==> src/rtl/spp_pkg.sv <==
/*
 serial peripheral port: register offsets, status bit positions, reset values,
 control register layout, engine states and shared helper functions.
 assumes a 32-bit apb slave with word-aligned registers.
*/
package spp_pkg;

   // ------------------------------------------------------------------
   // register map
   // ------------------------------------------------------------------
   localparam logic [11:0] SPP_STAT_OFS = 12'h000;
   localparam logic [11:0] SPP_CTRL_OFS = 12'h004;
   localparam logic [11:0] SPP_BUF_OFS  = 12'h008;

   // ------------------------------------------------------------------
   // port_status bit positions
   // ------------------------------------------------------------------
   localparam int SPP_ST_ENABLE    = 15;
   localparam int SPP_ST_IDLE_STOP = 13;
   localparam int SPP_ST_IRQ_EN    = 9;
   localparam int SPP_ST_IRQ_FLAG  = 8;
   localparam int SPP_ST_ROV       = 6;
   localparam int SPP_ST_TBF       = 1;
   localparam int SPP_ST_RBF       = 0;

   // ------------------------------------------------------------------
   // reset values and widths
   // ------------------------------------------------------------------
   localparam logic [15:0] SPP_CTRL_RST = 16'h0000;
   localparam logic [15:0] SPP_WORD_RST = 16'h0000;
   localparam logic [4:0]  SPP_BITS_8   = 5'h08;
   localparam logic [4:0]  SPP_BITS_16  = 5'h10;

   // ------------------------------------------------------------------
   // port_control layout
   // ------------------------------------------------------------------
   typedef struct packed {
      logic       rsv15;
      logic       framed_enable;
      logic       frame_sync_direction;
      logic       rsv12;
      logic       out_pin_disable;
      logic       word_size_select;
      logic       sample_late;
      logic       clock_edge_select;
      logic       select_pin_enable;
      logic       clock_idle_polarity;
      logic       master_enable;
      logic [2:0] secondary_prescale;
      logic [1:0] primary_prescale;
   } spp_ctrl_t;

   typedef enum logic [1:0] {ST_IDLE, ST_SYNC, ST_DATA, ST_TAIL} spp_state_t;

   // ------------------------------------------------------------------
   // helpers
   // ------------------------------------------------------------------
   function automatic logic spp_word_msb(input logic [15:0] w, input logic w16);
      return w16 ? w[15] : w[7];
   endfunction

   // half period of the shift clock in module clocks, minus one
   function automatic logic [9:0] spp_presc_limit(input logic [1:0] p, input logic [2:0] s);
      logic [9:0] pri;
      logic [9:0] sec;
      pri = 10'h001 << {p ^ 2'h3, 1'b0};
      sec = 10'h008 - {7'h00, s};
      return 10'(pri * sec) - 10'h001;
   endfunction

endpackage

==> src/rtl/spp_port.sv <==
/*
 serial peripheral port: apb register slave, shift engine for master and
 slave, prescaled shift clock, framed mode and select resynchronisation.
 assumes pins are synchronous to ref_clk; a pad ring resolves the enables.
*/
// Notes on behaviour
// - transfer is 8 or 16 shift pulses
// - completion sets flag, interrupt when enabled
// - finished word copied into receive buffer
// - unread buffer: set overflow, drop word
// - overflow freezes shifting until buffer read
// - pending transmit word loads next transfer
// - one address: write transmit, read receive
// - master clocks out, starts on write
// - master completion at last bit midpoint
// - slave shifts on external clock pulses
// - shift clock from two-stage prescaler
// - edge select picks output change edge
// - polarity bit sets clock idle level
// - control bit 10 picks word size
// - word size change resets the port
// - out from bit 7 or 15, in bit 0
// - disable bit releases serial output
// - framed mode turns select into sync
// - sync one clock, data follows after
// - select high stops slave, releases output
// - select high resets counters and state
// - sleep aborts transfer, keeps registers
// - idle stop bit halts during idle
`timescale 1ns/1ps
`default_nettype none

module spp_port
   import spp_pkg::*;
(
   input  wire logic        ref_clk,
   input  wire logic        rst_n,
   input  wire logic        psel,
   input  wire logic        penable,
   input  wire logic        pwrite,
   input  wire logic [11:0] paddr,
   input  wire logic [31:0] pwdata,
   output logic      [31:0] prdata,
   output logic             pready,
   output logic             pslverr,
   input  wire logic        sleep_req,
   input  wire logic        idle_req,
   input  wire logic        serial_in_pin,
   output logic             serial_out_pin,
   output logic             serial_out_oe,
   input  wire logic        shift_clock_pin,
   output logic             shift_clock_level,
   output logic             shift_clock_oe,
   input  wire logic        select_n_pin,
   output logic             frame_sync_pulse,
   output logic             frame_sync_oe,
   output logic             port_irq
);

   // ------------------------------------------------------------------
   // state
   // ------------------------------------------------------------------
   spp_ctrl_t   ctrl_q,    ctrl_d;
   spp_state_t  st_q,      st_d;
   logic        en_q,      en_d;
   logic        sidl_q,    sidl_d;
   logic        ie_q,      ie_d;
   logic        irqf_q,    irqf_d;
   logic        rov_q,     rov_d;
   logic        rbf_q,     rbf_d;
   logic        tbf_q,     tbf_d;
   logic [15:0] txb_q,     txb_d;
   logic [15:0] rxb_q,     rxb_d;
   logic [15:0] sr_q,      sr_d;
   logic [4:0]  cnt_q,     cnt_d;
   logic [9:0]  div_q,     div_d;
   logic        phase_q,   phase_d;
   logic        prev_q,    prev_d;
   logic        sdo_q;
   logic        sdo_d;
   logic        sck_q,     sck_d;
   logic        sck_oe_q,  sck_oe_d;
   logic        sdo_oe_q,  sdo_oe_d;
   logic        fs_q,      fs_d;
   logic        fs_oe_q,   fs_oe_d;
   logic        irq_q,     irq_d;
   logic [31:0] prdata_q,  prdata_d;
   logic        pready_q,  pready_d;
   logic        pslverr_q, pslverr_d;

   logic        acc, wr, rbuf, wbuf, hit_any;
   logic        halt, freeze, abort, selected, fs_level, start;
   logic        lead, trail, chg_ev, smp_ev, done;
   logic [4:0]  nbits;
   logic [15:0] shifted;

   // ------------------------------------------------------------------
   // next state
   // ------------------------------------------------------------------
   always_comb
   begin
      ctrl_d   = ctrl_q;
      st_d     = st_q;
      en_d     = en_q;
      sidl_d   = sidl_q;
      ie_d     = ie_q;
      irqf_d   = irqf_q;
      rov_d    = rov_q;
      rbf_d    = rbf_q;
      tbf_d    = tbf_q;
      txb_d    = txb_q;
      rxb_d    = rxb_q;
      sr_d     = sr_q;
      cnt_d    = cnt_q;
      div_d    = div_q;
      phase_d  = phase_q;
      sdo_d    = sdo_q;
      lead     = 1'b0;
      trail    = 1'b0;
      done     = 1'b0;
      start    = 1'b0;

      // apb decode, access completes on the ready edge
      acc     = psel & penable & pready_q;
      wr      = acc & pwrite;
      wbuf    = wr & (paddr == SPP_BUF_OFS);
      rbuf    = acc & ~pwrite & (paddr == SPP_BUF_OFS);
      hit_any = (paddr == SPP_STAT_OFS) | (paddr == SPP_CTRL_OFS) |
                (paddr == SPP_BUF_OFS);

      nbits    = ctrl_q.word_size_select ? SPP_BITS_16 : SPP_BITS_8;
      freeze   = sidl_q & idle_req;
      selected = ~ctrl_q.select_pin_enable | ~select_n_pin;
      fs_level = ctrl_q.frame_sync_direction ? select_n_pin : 1'b1;
      halt     = freeze | rov_q;
      abort    = ~en_q | sleep_req;
      if (!ctrl_q.master_enable && !ctrl_q.framed_enable && !selected)
      begin
         abort = 1'b1;
      end

      // software reads of the buffer release the receive side
      if (rbuf)
      begin
         rbf_d = 1'b0;
         rov_d = 1'b0;
      end

      // shift clock edges: prescaled generator or external pin
      prev_d = shift_clock_pin ^ ctrl_q.clock_idle_polarity;
      if (ctrl_q.master_enable)
      begin
         if (st_q != ST_IDLE && !halt)
         begin
            if (div_q == spp_presc_limit(ctrl_q.primary_prescale,
                                         ctrl_q.secondary_prescale))
            begin
               div_d   = 10'h000;
               phase_d = ~phase_q;
               lead    = ~phase_q;
               trail   = phase_q;
            end
            else
            begin
               div_d = div_q + 10'h001;
            end
         end
      end
      else if (st_q != ST_IDLE && !halt)
      begin
         lead  = prev_d & ~prev_q;
         trail = ~prev_d & prev_q;
      end
      chg_ev  = ctrl_q.clock_edge_select ? trail : lead;
      smp_ev  = ctrl_q.clock_edge_select ? lead : trail;
      shifted = {sr_q[14:0], serial_in_pin};

      unique case (st_q)
         ST_IDLE:
         begin
            div_d   = 10'h000;
            phase_d = 1'b0;
            cnt_d   = 5'h00;
            if (ctrl_q.master_enable)
            begin
               start = tbf_q;
            end
            else
            begin
               start = ctrl_q.framed_enable | selected;
            end
            start = start & en_q & ~freeze & ~rov_q & ~sleep_req;
            if (start)
            begin
               if (tbf_q)
               begin
                  sr_d  = txb_q;
                  sdo_d = spp_word_msb(txb_q, ctrl_q.word_size_select);
                  tbf_d = 1'b0;
               end
               else
               begin
                  sdo_d = spp_word_msb(sr_q, ctrl_q.word_size_select);
               end
               st_d = ctrl_q.framed_enable ? ST_SYNC : ST_DATA;
            end
         end
         ST_SYNC:
         begin
            if (trail && fs_level)
            begin
               st_d = ST_DATA;
            end
         end
         ST_DATA:
         begin
            if (chg_ev)
            begin
               sdo_d = spp_word_msb(sr_q, ctrl_q.word_size_select);
            end
            if (smp_ev)
            begin
               sr_d  = shifted;
               cnt_d = cnt_q + 5'h01;
               if (cnt_q == nbits - 5'h01)
               begin
                  done  = 1'b1;
                  cnt_d = 5'h00;
                  st_d  = ctrl_q.clock_edge_select ? ST_TAIL : ST_IDLE;
               end
            end
         end
         ST_TAIL:
         begin
            if (trail)
            begin
               st_d = ST_IDLE;
            end
         end
      endcase

      // end of word: flag, then copy unless the buffer is still full
      if (done)
      begin
         irqf_d = 1'b1;
         if (rbf_q && !rbuf)
         begin
            rov_d = 1'b1;
         end
         else
         begin
            rxb_d = ctrl_q.word_size_select ? shifted
                                            : {8'h00, shifted[7:0]};
            rbf_d = 1'b1;
         end
      end

      // register writes; hardware set of the irq flag wins over software clear
      if (wr && paddr == SPP_STAT_OFS)
      begin
         en_d   = pwdata[SPP_ST_ENABLE];
         sidl_d = pwdata[SPP_ST_IDLE_STOP];
         ie_d   = pwdata[SPP_ST_IRQ_EN];
         irqf_d = (irqf_q & pwdata[SPP_ST_IRQ_FLAG]) | done;
      end
      if (wr && paddr == SPP_CTRL_OFS)
      begin
         ctrl_d       = spp_ctrl_t'(pwdata[15:0]);
         ctrl_d.rsv15 = 1'b0;
         ctrl_d.rsv12 = 1'b0;
         if (ctrl_d.word_size_select != ctrl_q.word_size_select)
         begin
            abort = 1'b1;
            tbf_d = 1'b0;
            rbf_d = 1'b0;
            rov_d = 1'b0;
         end
      end
      if (wbuf)
      begin
         txb_d = pwdata[15:0];
         tbf_d = 1'b1;
      end

      if (abort)
      begin
         st_d    = ST_IDLE;
         cnt_d   = 5'h00;
         div_d   = 10'h000;
         phase_d = 1'b0;
      end

      // pin drivers
      sck_d    = ctrl_q.clock_idle_polarity ^ (ctrl_q.master_enable & phase_d);
      sck_oe_d = en_q & ctrl_q.master_enable;
      sdo_oe_d = en_q & ~ctrl_q.out_pin_disable &
                 (ctrl_q.master_enable | ctrl_q.framed_enable | selected);
      fs_oe_d  = en_q & ctrl_q.framed_enable & ~ctrl_q.frame_sync_direction;
      fs_d     = fs_oe_d & (st_d == ST_SYNC);
      irq_d    = irqf_d & ie_d;

      // apb answer one cycle after the access phase opens
      pready_d  = psel & penable & ~pready_q;
      pslverr_d = pready_d & ~hit_any;
      prdata_d  = 32'h0000_0000;
      if (pready_d && !pwrite)
      begin
         if (paddr == SPP_STAT_OFS)
         begin
            prdata_d[SPP_ST_ENABLE]    = en_q;
            prdata_d[SPP_ST_IDLE_STOP] = sidl_q;
            prdata_d[SPP_ST_IRQ_EN]    = ie_q;
            prdata_d[SPP_ST_IRQ_FLAG]  = irqf_q;
            prdata_d[SPP_ST_ROV]       = rov_q;
            prdata_d[SPP_ST_TBF]       = tbf_q;
            prdata_d[SPP_ST_RBF]       = rbf_q;
         end
         else if (paddr == SPP_CTRL_OFS)
         begin
            prdata_d[15:0] = ctrl_q;
         end
         else if (paddr == SPP_BUF_OFS)
         begin
            prdata_d[15:0] = rxb_q;
         end
      end
   end

   // ------------------------------------------------------------------
   // registers
   // ------------------------------------------------------------------
   always_ff @(posedge ref_clk or negedge rst_n)
   begin
      if (!rst_n)
      begin
         ctrl_q    <= spp_ctrl_t'(SPP_CTRL_RST);
         st_q      <= ST_IDLE;
         en_q      <= 1'b0;
         sidl_q    <= 1'b0;
         ie_q      <= 1'b0;
         irqf_q    <= 1'b0;
         rov_q     <= 1'b0;
         rbf_q     <= 1'b0;
         tbf_q     <= 1'b0;
         txb_q     <= SPP_WORD_RST;
         rxb_q     <= SPP_WORD_RST;
         sr_q      <= SPP_WORD_RST;
         cnt_q     <= 5'h00;
         div_q     <= 10'h000;
         phase_q   <= 1'b0;
         prev_q    <= 1'b0;
         sdo_q     <= 1'b0;
         sck_q     <= 1'b0;
         sck_oe_q  <= 1'b0;
         sdo_oe_q  <= 1'b0;
         fs_q      <= 1'b0;
         fs_oe_q   <= 1'b0;
         irq_q     <= 1'b0;
         prdata_q  <= 32'h0000_0000;
         pready_q  <= 1'b0;
         pslverr_q <= 1'b0;
      end
      else
      begin
         ctrl_q    <= ctrl_d;
         st_q      <= st_d;
         en_q      <= en_d;
         sidl_q    <= sidl_d;
         ie_q      <= ie_d;
         irqf_q    <= irqf_d;
         rov_q     <= rov_d;
         rbf_q     <= rbf_d;
         tbf_q     <= tbf_d;
         txb_q     <= txb_d;
         rxb_q     <= rxb_d;
         sr_q      <= sr_d;
         cnt_q     <= cnt_d;
         div_q     <= div_d;
         phase_q   <= phase_d;
         prev_q    <= prev_d;
         sdo_q     <= sdo_d;
         sck_q     <= sck_d;
         sck_oe_q  <= sck_oe_d;
         sdo_oe_q  <= sdo_oe_d;
         fs_q      <= fs_d;
         fs_oe_q   <= fs_oe_d;
         irq_q     <= irq_d;
         prdata_q  <= prdata_d;
         pready_q  <= pready_d;
         pslverr_q <= pslverr_d;
      end
   end

   assign prdata            = prdata_q;
   assign pready            = pready_q;
   assign pslverr           = pslverr_q;
   assign serial_out_pin    = sdo_q;
   assign serial_out_oe     = sdo_oe_q;
   assign shift_clock_level = sck_q;
   assign shift_clock_oe    = sck_oe_q;
   assign frame_sync_pulse  = fs_q;
   assign frame_sync_oe     = fs_oe_q;
   assign port_irq          = irq_q;
endmodule

`default_nettype wire

==> config.mk <==
export PLATFORM = sky130hd
export DESIGN_NAME = spp_port
export DESIGN_NICKNAME = d
export VERILOG_FILES = /design/src/rtl/spp_pkg.sv /design/src/rtl/spp_port.sv
export SDC_FILE = /design/constraint.sdc
export NUM_CORES = 1
export LEC_CHECK = 0
export BUFFER_PORTS_ARGS = -buffer_cell sky130_fd_sc_hd__buf_2
export CAP_MARGIN = 0
export CORE_MARGIN = 2
export CORE_UTILIZATION = 57
export CTS_CLUSTER_DIAMETER = 150
export DETAILED_ROUTE_END_ITERATION = 7
export GPL_TIMING_DRIVEN = 0
export PLACE_DENSITY = 0.8
export SLEW_MARGIN = 20
export SYNTH_ARGS = -nofsm -noshare
export SYNTH_HDL_FRONTEND = slang
export SYNTH_SLANG_ARGS = --single-unit
==> constraint.sdc <==
create_clock -name ref_clk -period 6.3 [get_ports ref_clk]
set_clock_uncertainty 0.2 [all_clocks]
set_input_delay 0.315 -clock ref_clk [delete_from_list [all_inputs] [get_ports ref_clk]]
set_output_delay 0.315 -clock ref_clk [all_outputs]
set_load 0.05 [all_outputs]
==> results.sh, run 1 <==
export IMPL_grt_usage=0.274
export IMPL_cts_sinks=113
export IMPL_gp_congestion=0.922
export IMPL_ir_worst_vdd_mv=0.245
export IMPL_startpoint_type="flop"
export IMPL_ant_nets=0
export IMPL_slowest_delay_ns=0.56
export IMPL_clkLatencyLatePin_ns=0.53
export IMPL_num_rows=38
export IMPL_vias=5116
export IMPL_synthCells=622
export IMPL_yosysTopAreaCellShare=0.457
export IMPL_syn_avg_cell_area_sq_um=9.95
export IMPL_multi_input_area_sq_mm=0.00308
export IMPL_cp_depth=23
export IMPL_cts_clk_slew_worst_paths_ns=0.06
export IMPL_dieHeight_um=108
export IMPL_powerDensity_mw_per_mm2=222
export IMPL_path_buf_inv=4
export IMPL_fmax_ghz=0.170
export IMPL_path_class="reg2reg"
export IMPL_maxCapViolations=0
export IMPL_hp_class="in2async"
export IMPL_fp_coreArea_sq_mm=0.0107
export IMPL_worstRegToRegCells=23
export IMPL_end_kind="flop"
export IMPL_dieArea_sq_mm=0.0117
export IMPL_finalHoldViolCount=0
export IMPL_first_global_vias=5042
export IMPL_worstPathRequired_ns=6.53
export IMPL_vias_per_cell=5.69
export IMPL_crit_family="adder cells"
export IMPL_cts_htree_levels=4
export IMPL_ys_types=64
export IMPL_seq_area_frac_synth=0.457
export IMPL_nets=832
export IMPL_io_pins=95
export IMPL_clockRootBuffer="clkbuf_8"
export IMPL_area_delta_synth_final_pct=23.3
export IMPL_drc=0
export IMPL_leakagePower_nw=3.62
export IMPL_post_place_ws_ns=-0.0699
export IMPL_regArea_sq_mm=0.00283
export IMPL_routedWlPerCell_um=16.7
export IMPL_dp_hpwl_mm=10.6
export IMPL_dr_pass1_iters=8
export IMPL_ys_flop_type="dfrtp_1"
export IMPL_filler_cell_count=757
export IMPL_cp_max_fo=10
export IMPL_min_period_over_period=0.935
export IMPL_ys_ff_latch=113
export IMPL_grt_ovfl_total=0
export IMPL_antenna_found_initial=0
export IMPL_cp_cell_sequence="inv_1 > ha_1 > xor2_2 > nor2_1 > ha_1 > inv_1 > fa_1 > inv_1 > fa_2 > a211oi_4 > nor3_1 > or4_4 > nor4b_4 > and4_1 > ha_1 > nand2_1 > o311ai_0 > o211ai_1 > mux2_2 > nor2_4 > clkbuf_4 > nor2_1 > a31oi_1"
export IMPL_cts_tree="done"
export IMPL_status="completed"
export IMPL_clk_path_buf_depth=2
export IMPL_drive_above_1_share=0.253
export IMPL_async_flop_share=1.00
export IMPL_maxSlewViolCount=0
export IMPL_diodes=0
export IMPL_synthTopCellsByArea="dfrtp_1 46%, mux2_2 8.2%, nand2_1 5.5%"
export IMPL_worst_path_max_delay_cell="or4_4"
export IMPL_io_buffers=62
export IMPL_finalCriticalPeriod_ns=5.89
export IMPL_relSlewSlack=0.406
export IMPL_yosysTopAreaCell="dfrtp_1"
export IMPL_drt_iter0_markers=469
export IMPL_crit_arrival_ns=6.12
export IMPL_initial_core_util=0.578
export IMPL_synth_edf_count=0
export IMPL_fin_ws_ns=0.412
export IMPL_tightest_slew_ns=0.891
export IMPL_syn_area_sq_mm=0.00619
export IMPL_grt_max_degree=86
export IMPL_rsz0062_at_grt="no"
export IMPL_grt_pass1_wl_mm=24.4
export IMPL_cts_buffers=17
export IMPL_synth_warnings=0
export IMPL_setup_viol=0
export IMPL_drt_total_wl_mm=15.0
export IMPL_die_x_um=108
export IMPL_total_power_mw=1.69
==> flip-flops by register name, summed over array words and instances, names as in the netlist, 2 cells and up <==
register	count
ctrl_q	14
div_q	10
cnt_q	5
txb_q	16
sr_q	16
st_q	2
rxb_q	16
prdata	16
==> per-stage QoR <==
step	util	instances	cell area, sq um	hold WS [ns]	TNS, ns
final	0.713	899	7630	0.0291	0
after CTS	0.707	895	7570	0.0216	0
after detailed placement	0.632	840	6760	0.0109	-0.686
after global placement	0.629	839	6730	0.271	0
after floorplan	-	637	6240	-0.181	0
after global routing	0.713	899	7630	0.0697	0
==> path summary, 6_finish.rpt <==
kind | from | to | slack, ns
max | ctrl_q[2] | sr_q[9] | 0.41
min | rst_n | div_q[6] | 0.03
max reg2reg | ctrl_q[2] | sr_q[9] | 0.41
min reg2reg | txb_q[4] | txb_q[4] | 0.31
max in group asynchronous | rst_n | ctrl_q[2] | 5.15
min in group ref_clk | paddr[2] | prdata[15] | 0.07
==> metal layers <==
metal / part of all wire / track usage / wire length [um] / vias up
li1: - / - / - / 2400
met1: 0.41 / 0.349 / 6140 / 2507
met2: 0.51 / 0.466 / 7690 / 189
met3: 0.063 / 0.0536 / 944 / 20
met4: 0.013 / 0.0989 / 195 / 0
met5: 0 / 0 / 0 / -
==> Yosys cell counts (all sizes together), types with 10 or more instances <==
cell type / count
nor2: 58
nand2: 91
buf: 29
dfrtp: 113
nor3: 10
ha: 26
inv: 30
nand3: 17
and2: 10
a21oi: 14
mux2: 45
o21ai: 19
a31oi: 26
clkbuf: 15
xnor2: 11
a22oi: 10
==> worst register-to-register path, cell delays in order (launching register included) <==
cell and delay [ns]:
dfrtp_2 0.44, inv_1 0.08, ha_1 0.23, xor2_2 0.24, nor2_1 0.09, ha_1 0.28, inv_1 0.06, fa_1 0.53
inv_1 0.07, fa_2 0.44, a211oi_4 0.30, nor3_1 0.10, or4_4 0.56, nor4b_4 0.29, and4_1 0.27, ha_1 0.17
nand2_1 0.07, o311ai_0 0.16, o211ai_1 0.25, mux2_2 0.34, nor2_4 0.16, clkbuf_4 0.24, nor2_1 0.06, a31oi_1 0.18
==> repair_timing <==
action	in CTS	in global routing
buffers inserted	2	4
hold buffers	23	0
endpoints found under the hold margin	154	0
pin swaps	2	4
endpoints found under the setup margin	28	37
gates resized for setup	2	11
==> cell families (layout without fill, tap and decap cells) <==
family	Yosys count	in the layout	synth area share
AOI/OAI and AO/OA	100	100	0.115
muxes	48	48	0.0888
xor gates and xnor gates	19	19	0.0291
other	1	16	0.000606
DFF	113	113	0.457
buffers and inverters	74	196	0.0587
adders and majority gates	30	30	0.0655
and+or+nand+nor	237	237	0.185
==> cell usage in the layout (no fill, tap or decap), types with 13 or more instances in the layout <==
cell / synthesis / routed
a21oi_1: 14 / 13
a31oi_1: 26 / 26
buf_2: 8 / 67
buf_4: 18 / 24
clkbuf_1: 15 / 14
clkbuf_16: 0 / 16
conb_1: 1 / 16
dfrtp_1: 113 / 112
dlygate4sd3_1: 0 / 23
ha_1: 26 / 26
inv_1: 30 / 30
mux2_2: 45 / 45
nand2_1: 91 / 91
nand3_1: 17 / 17
nor2_1: 57 / 56
o21ai_0: 19 / 18
==> where the power goes <==
group	internal (mW)	switching, mW
clock network	0.558	0.325
logic	0.0298	0.0527
registers	0.728	0.000642
total	1.32	0.378
==> final cells by class <==
class / count / area share
plain buffers: 44 / 0.0336
clock buffers: 21 / 0.0615
clock inverters: 9 / 0.0110
inverters: 30 / 0.0148
multi-input cells: 450 / 0.404
flip-flops and latches: 113 / 0.371
well taps: 140 / 0.0230
repair buffers: 92 / 0.0812
(Power assumes the default switching activity.)
==> run 2, diff against run 1 <==
Settings changed: ABC_AREA set to 1, CAP_MARGIN 0 to unset, CORE_UTILIZATION 57 to 58, PLACE_DENSITY 0.8 to 0.81.
==> results.sh, run 2 <==
export IMPL_status="completed"
export IMPL_cts_clk_slew_worst_paths_ns=0.06
export IMPL_grt_pass1_wl_mm=26.6
export IMPL_cts_tree="done"
export IMPL_finalCriticalPeriod_ns=5.22
export IMPL_rsz0062_at_grt="no"
export IMPL_fmax_ghz=0.192
export IMPL_ys_types=35
export IMPL_clk_path_buf_depth=2
export IMPL_stdcell_area_sq_mm=0.00784
export IMPL_fin_ws_ns=1.08
export IMPL_cts_htree_levels=4
export IMPL_nets=1041
export IMPL_clkLatencyLatePin_ns=0.53
export IMPL_maxSlewViolCount=0
export IMPL_ir_worst_vdd_mv=0.140
export IMPL_synth_edf_count=0
export IMPL_setup_viol=0
export IMPL_synth_warnings=0
export IMPL_setup_tns_ns=0
export IMPL_min_period_over_period=0.829
export IMPL_filler_cell_count=825
export IMPL_drt_iter0_markers=409
export IMPL_total_power_mw=1.78
export IMPL_vias_per_cell=5.29
export IMPL_crit_arrival_ns=5.43
export IMPL_synth_most_common_cell="nand2_1"
export IMPL_area_delta_synth_final_pct=22.3
export IMPL_io_buffers=62
export IMPL_dp_hpwl_mm=11.3
export IMPL_end_kind="flop"
export IMPL_gp_congestion=0.922
export IMPL_cts_buffers=17
export IMPL_synthTopCellsByArea="dfrtp_1 44%, nand2_1 14%, inv_1 7.0%"
export IMPL_mostFrequentLayoutCell="nand2_1"
export IMPL_ys_flop_type="dfrtp_1"
export IMPL_yosysTopAreaCellShare=0.441
export IMPL_startpoint_type="flop"
export IMPL_yosysTopAreaCell="dfrtp_1"
export IMPL_routedWlPerCell_um=14.4
export IMPL_drt_total_wl_mm=16.0
export IMPL_clockRootBuffer="clkbuf_8"
export IMPL_cts_setup_buffers=0
export IMPL_ant_nets=0
export IMPL_ys_ff_latch=113
export IMPL_placedCellCount=1052
export IMPL_cp_max_fo=10
export IMPL_fin_cells=1110
export IMPL_grt_max_degree=59
export IMPL_antenna_found_initial=0
export IMPL_dr_pass1_iters=5
export IMPL_drive_above_1_share=0.145
export IMPL_relSlewSlack=0.500
export IMPL_post_place_ws_ns=1.20
export IMPL_syn_area_sq_mm=0.00641
export IMPL_drc=0
export IMPL_grt_ovfl_total=0
export IMPL_met3_usage=0.0873
export IMPL_die_x_um=109
export IMPL_cts_sinks=113
export IMPL_vias=5868
export IMPL_mostFrequentLayoutCells="245 x nand2_1, 119 x inv_1, 113 x dfrtp_1"
export IMPL_diodes=0
export IMPL_initial_core_util=0.594
export IMPL_busiest_layer="met2"
export IMPL_fin_util=0.727
export IMPL_async_flop_share=1.00
export IMPL_syn_avg_cell_area_sq_um=7.69
export IMPL_fp_coreArea_sq_mm=0.0108
export IMPL_worstPathRequired_ns=6.51
export IMPL_synthCells=834
export IMPL_num_rows=38
export IMPL_synth_commonest_cells="245 x nand2_1, 119 x inv_1, 113 x dfrtp_1"
export IMPL_seq_area_frac_synth=0.441
export IMPL_finalHoldViolCount=0
export IMPL_powerDensity_mw_per_mm2=227
export IMPL_met2_usage=0.465
export IMPL_io_pins=95
export IMPL_path_class="reg2reg"
export IMPL_dieHeight_um=109
export IMPL_leakagePower_nw=4.11
export IMPL_grt_usage=0.298
export IMPL_dieArea_sq_mm=0.0119
export IMPL_place_area_sq_mm=0.00699
export IMPL_first_global_vias=5598
export IMPL_maxCapViolations=0
export IMPL_tightest_slew_ns=0.747
export IMPL_met1_usage=0.395
export IMPL_fin_hold_ws_ns=0.107
export IMPL_hp_class="in2async"
[run 2: changes by cell type after synthesis, moves of 9 or more]
cell and change:
nand2_1 +154, inv_1 +89, mux2_2 -43, o21ai_0 +38, o21ai_1 +32, a31oi_1 -25, nand3_1 +24, nand4_1 +12
and2_1 -10, a22oi_1 -9
[run 2: repair_timing]
item	in CTS	in global routing
hold endpoints to repair	155	0
hold buffers	26	0
setup endpoints to repair	0	0
resized for setup	0	0
[run 2: report_power, final]
part,switching [mW],leakage (nW),internal (mW)
logic,0.0554,2.34,0.0303
clock network,0.363,0.283,0.608
registers,0.000565,1.49,0.727
total,0.419,4.11,1.37
[run 2: worst max-delay path: stages (launching register included)]
cell and delay, ns:
dfrtp_1 0.42, inv_1 0.12, ha_1 0.22, xor2_1 0.32
nor2_1 0.10, ha_1 0.29, inv_1 0.04, ha_1 0.18
fa_1 0.50, inv_1 0.04, ha_1 0.35, a21oi_1 0.29
nand3b_1 0.14, nand3_1 0.15, nand2_1 0.07, nor2_1 0.14
nand4_1 0.18, inv_1 0.13, ha_1 0.17, nor2_1 0.07
nor2_4 0.12, nand3_1 0.12, nand2_1 0.14, nand3_1 0.18
buf_2 0.26, nand2_1 0.09, o21ai_1 0.07
[run 2: final timing paths]
kind,from,end,slack (ns),depth (start not counted)
max,ctrl_q[2],rxb_q[12],1.08,26
min in group ref_clk,sleep_req,st_q[1],0.11,6
min,rst_n,sr_q[13],0.11,2
max in group asynchronous,rst_n,phase_q,5.13,3
min reg2reg,ctrl_q[9],ctrl_q[9],0.28,2
max reg2reg,ctrl_q[2],rxb_q[12],1.08,26
[run 2: logic make-up (layout without fill, tap and decap cells)]
logic type,Yosys count,after routing,synth area share
fa+ha+maj,30,30,0.0632
other cells,1,16,0.000585
buf+inv,165,286,0.110
xor+xnor,19,19,0.0260
compound gates,123,123,0.102
flops,113,113,0.441
mux,2,2,0.00351
simple gates,381,381,0.253
[run 2: layout make-up]
| class | count | area, sq um | share of cell area |
|---|---|---|---|
| flip-flops and latches | 113 | 2830 | 0.361 |
| multi-input cells | 571 | 2930 | 0.374 |
| plain buffers | 38 | 231 | 0.0295 |
| well taps | 140 | 175 | 0.0223 |
| clock buffers | 18 | 418 | 0.0533 |
| clock inverters | 14 | 179 | 0.0228 |
| inverters | 127 | 477 | 0.0608 |
| repair buffers | 89 | 604 | 0.0770 |
[run 2: per-layer routing]
layer | vias to the layer above | routed length [um]
met5 | - | 0
met4 | 0 | 356
met3 | 30 | 1470
met2 | 270 | 7360
met1 | 2718 | 6760
li1 | 2850 | -
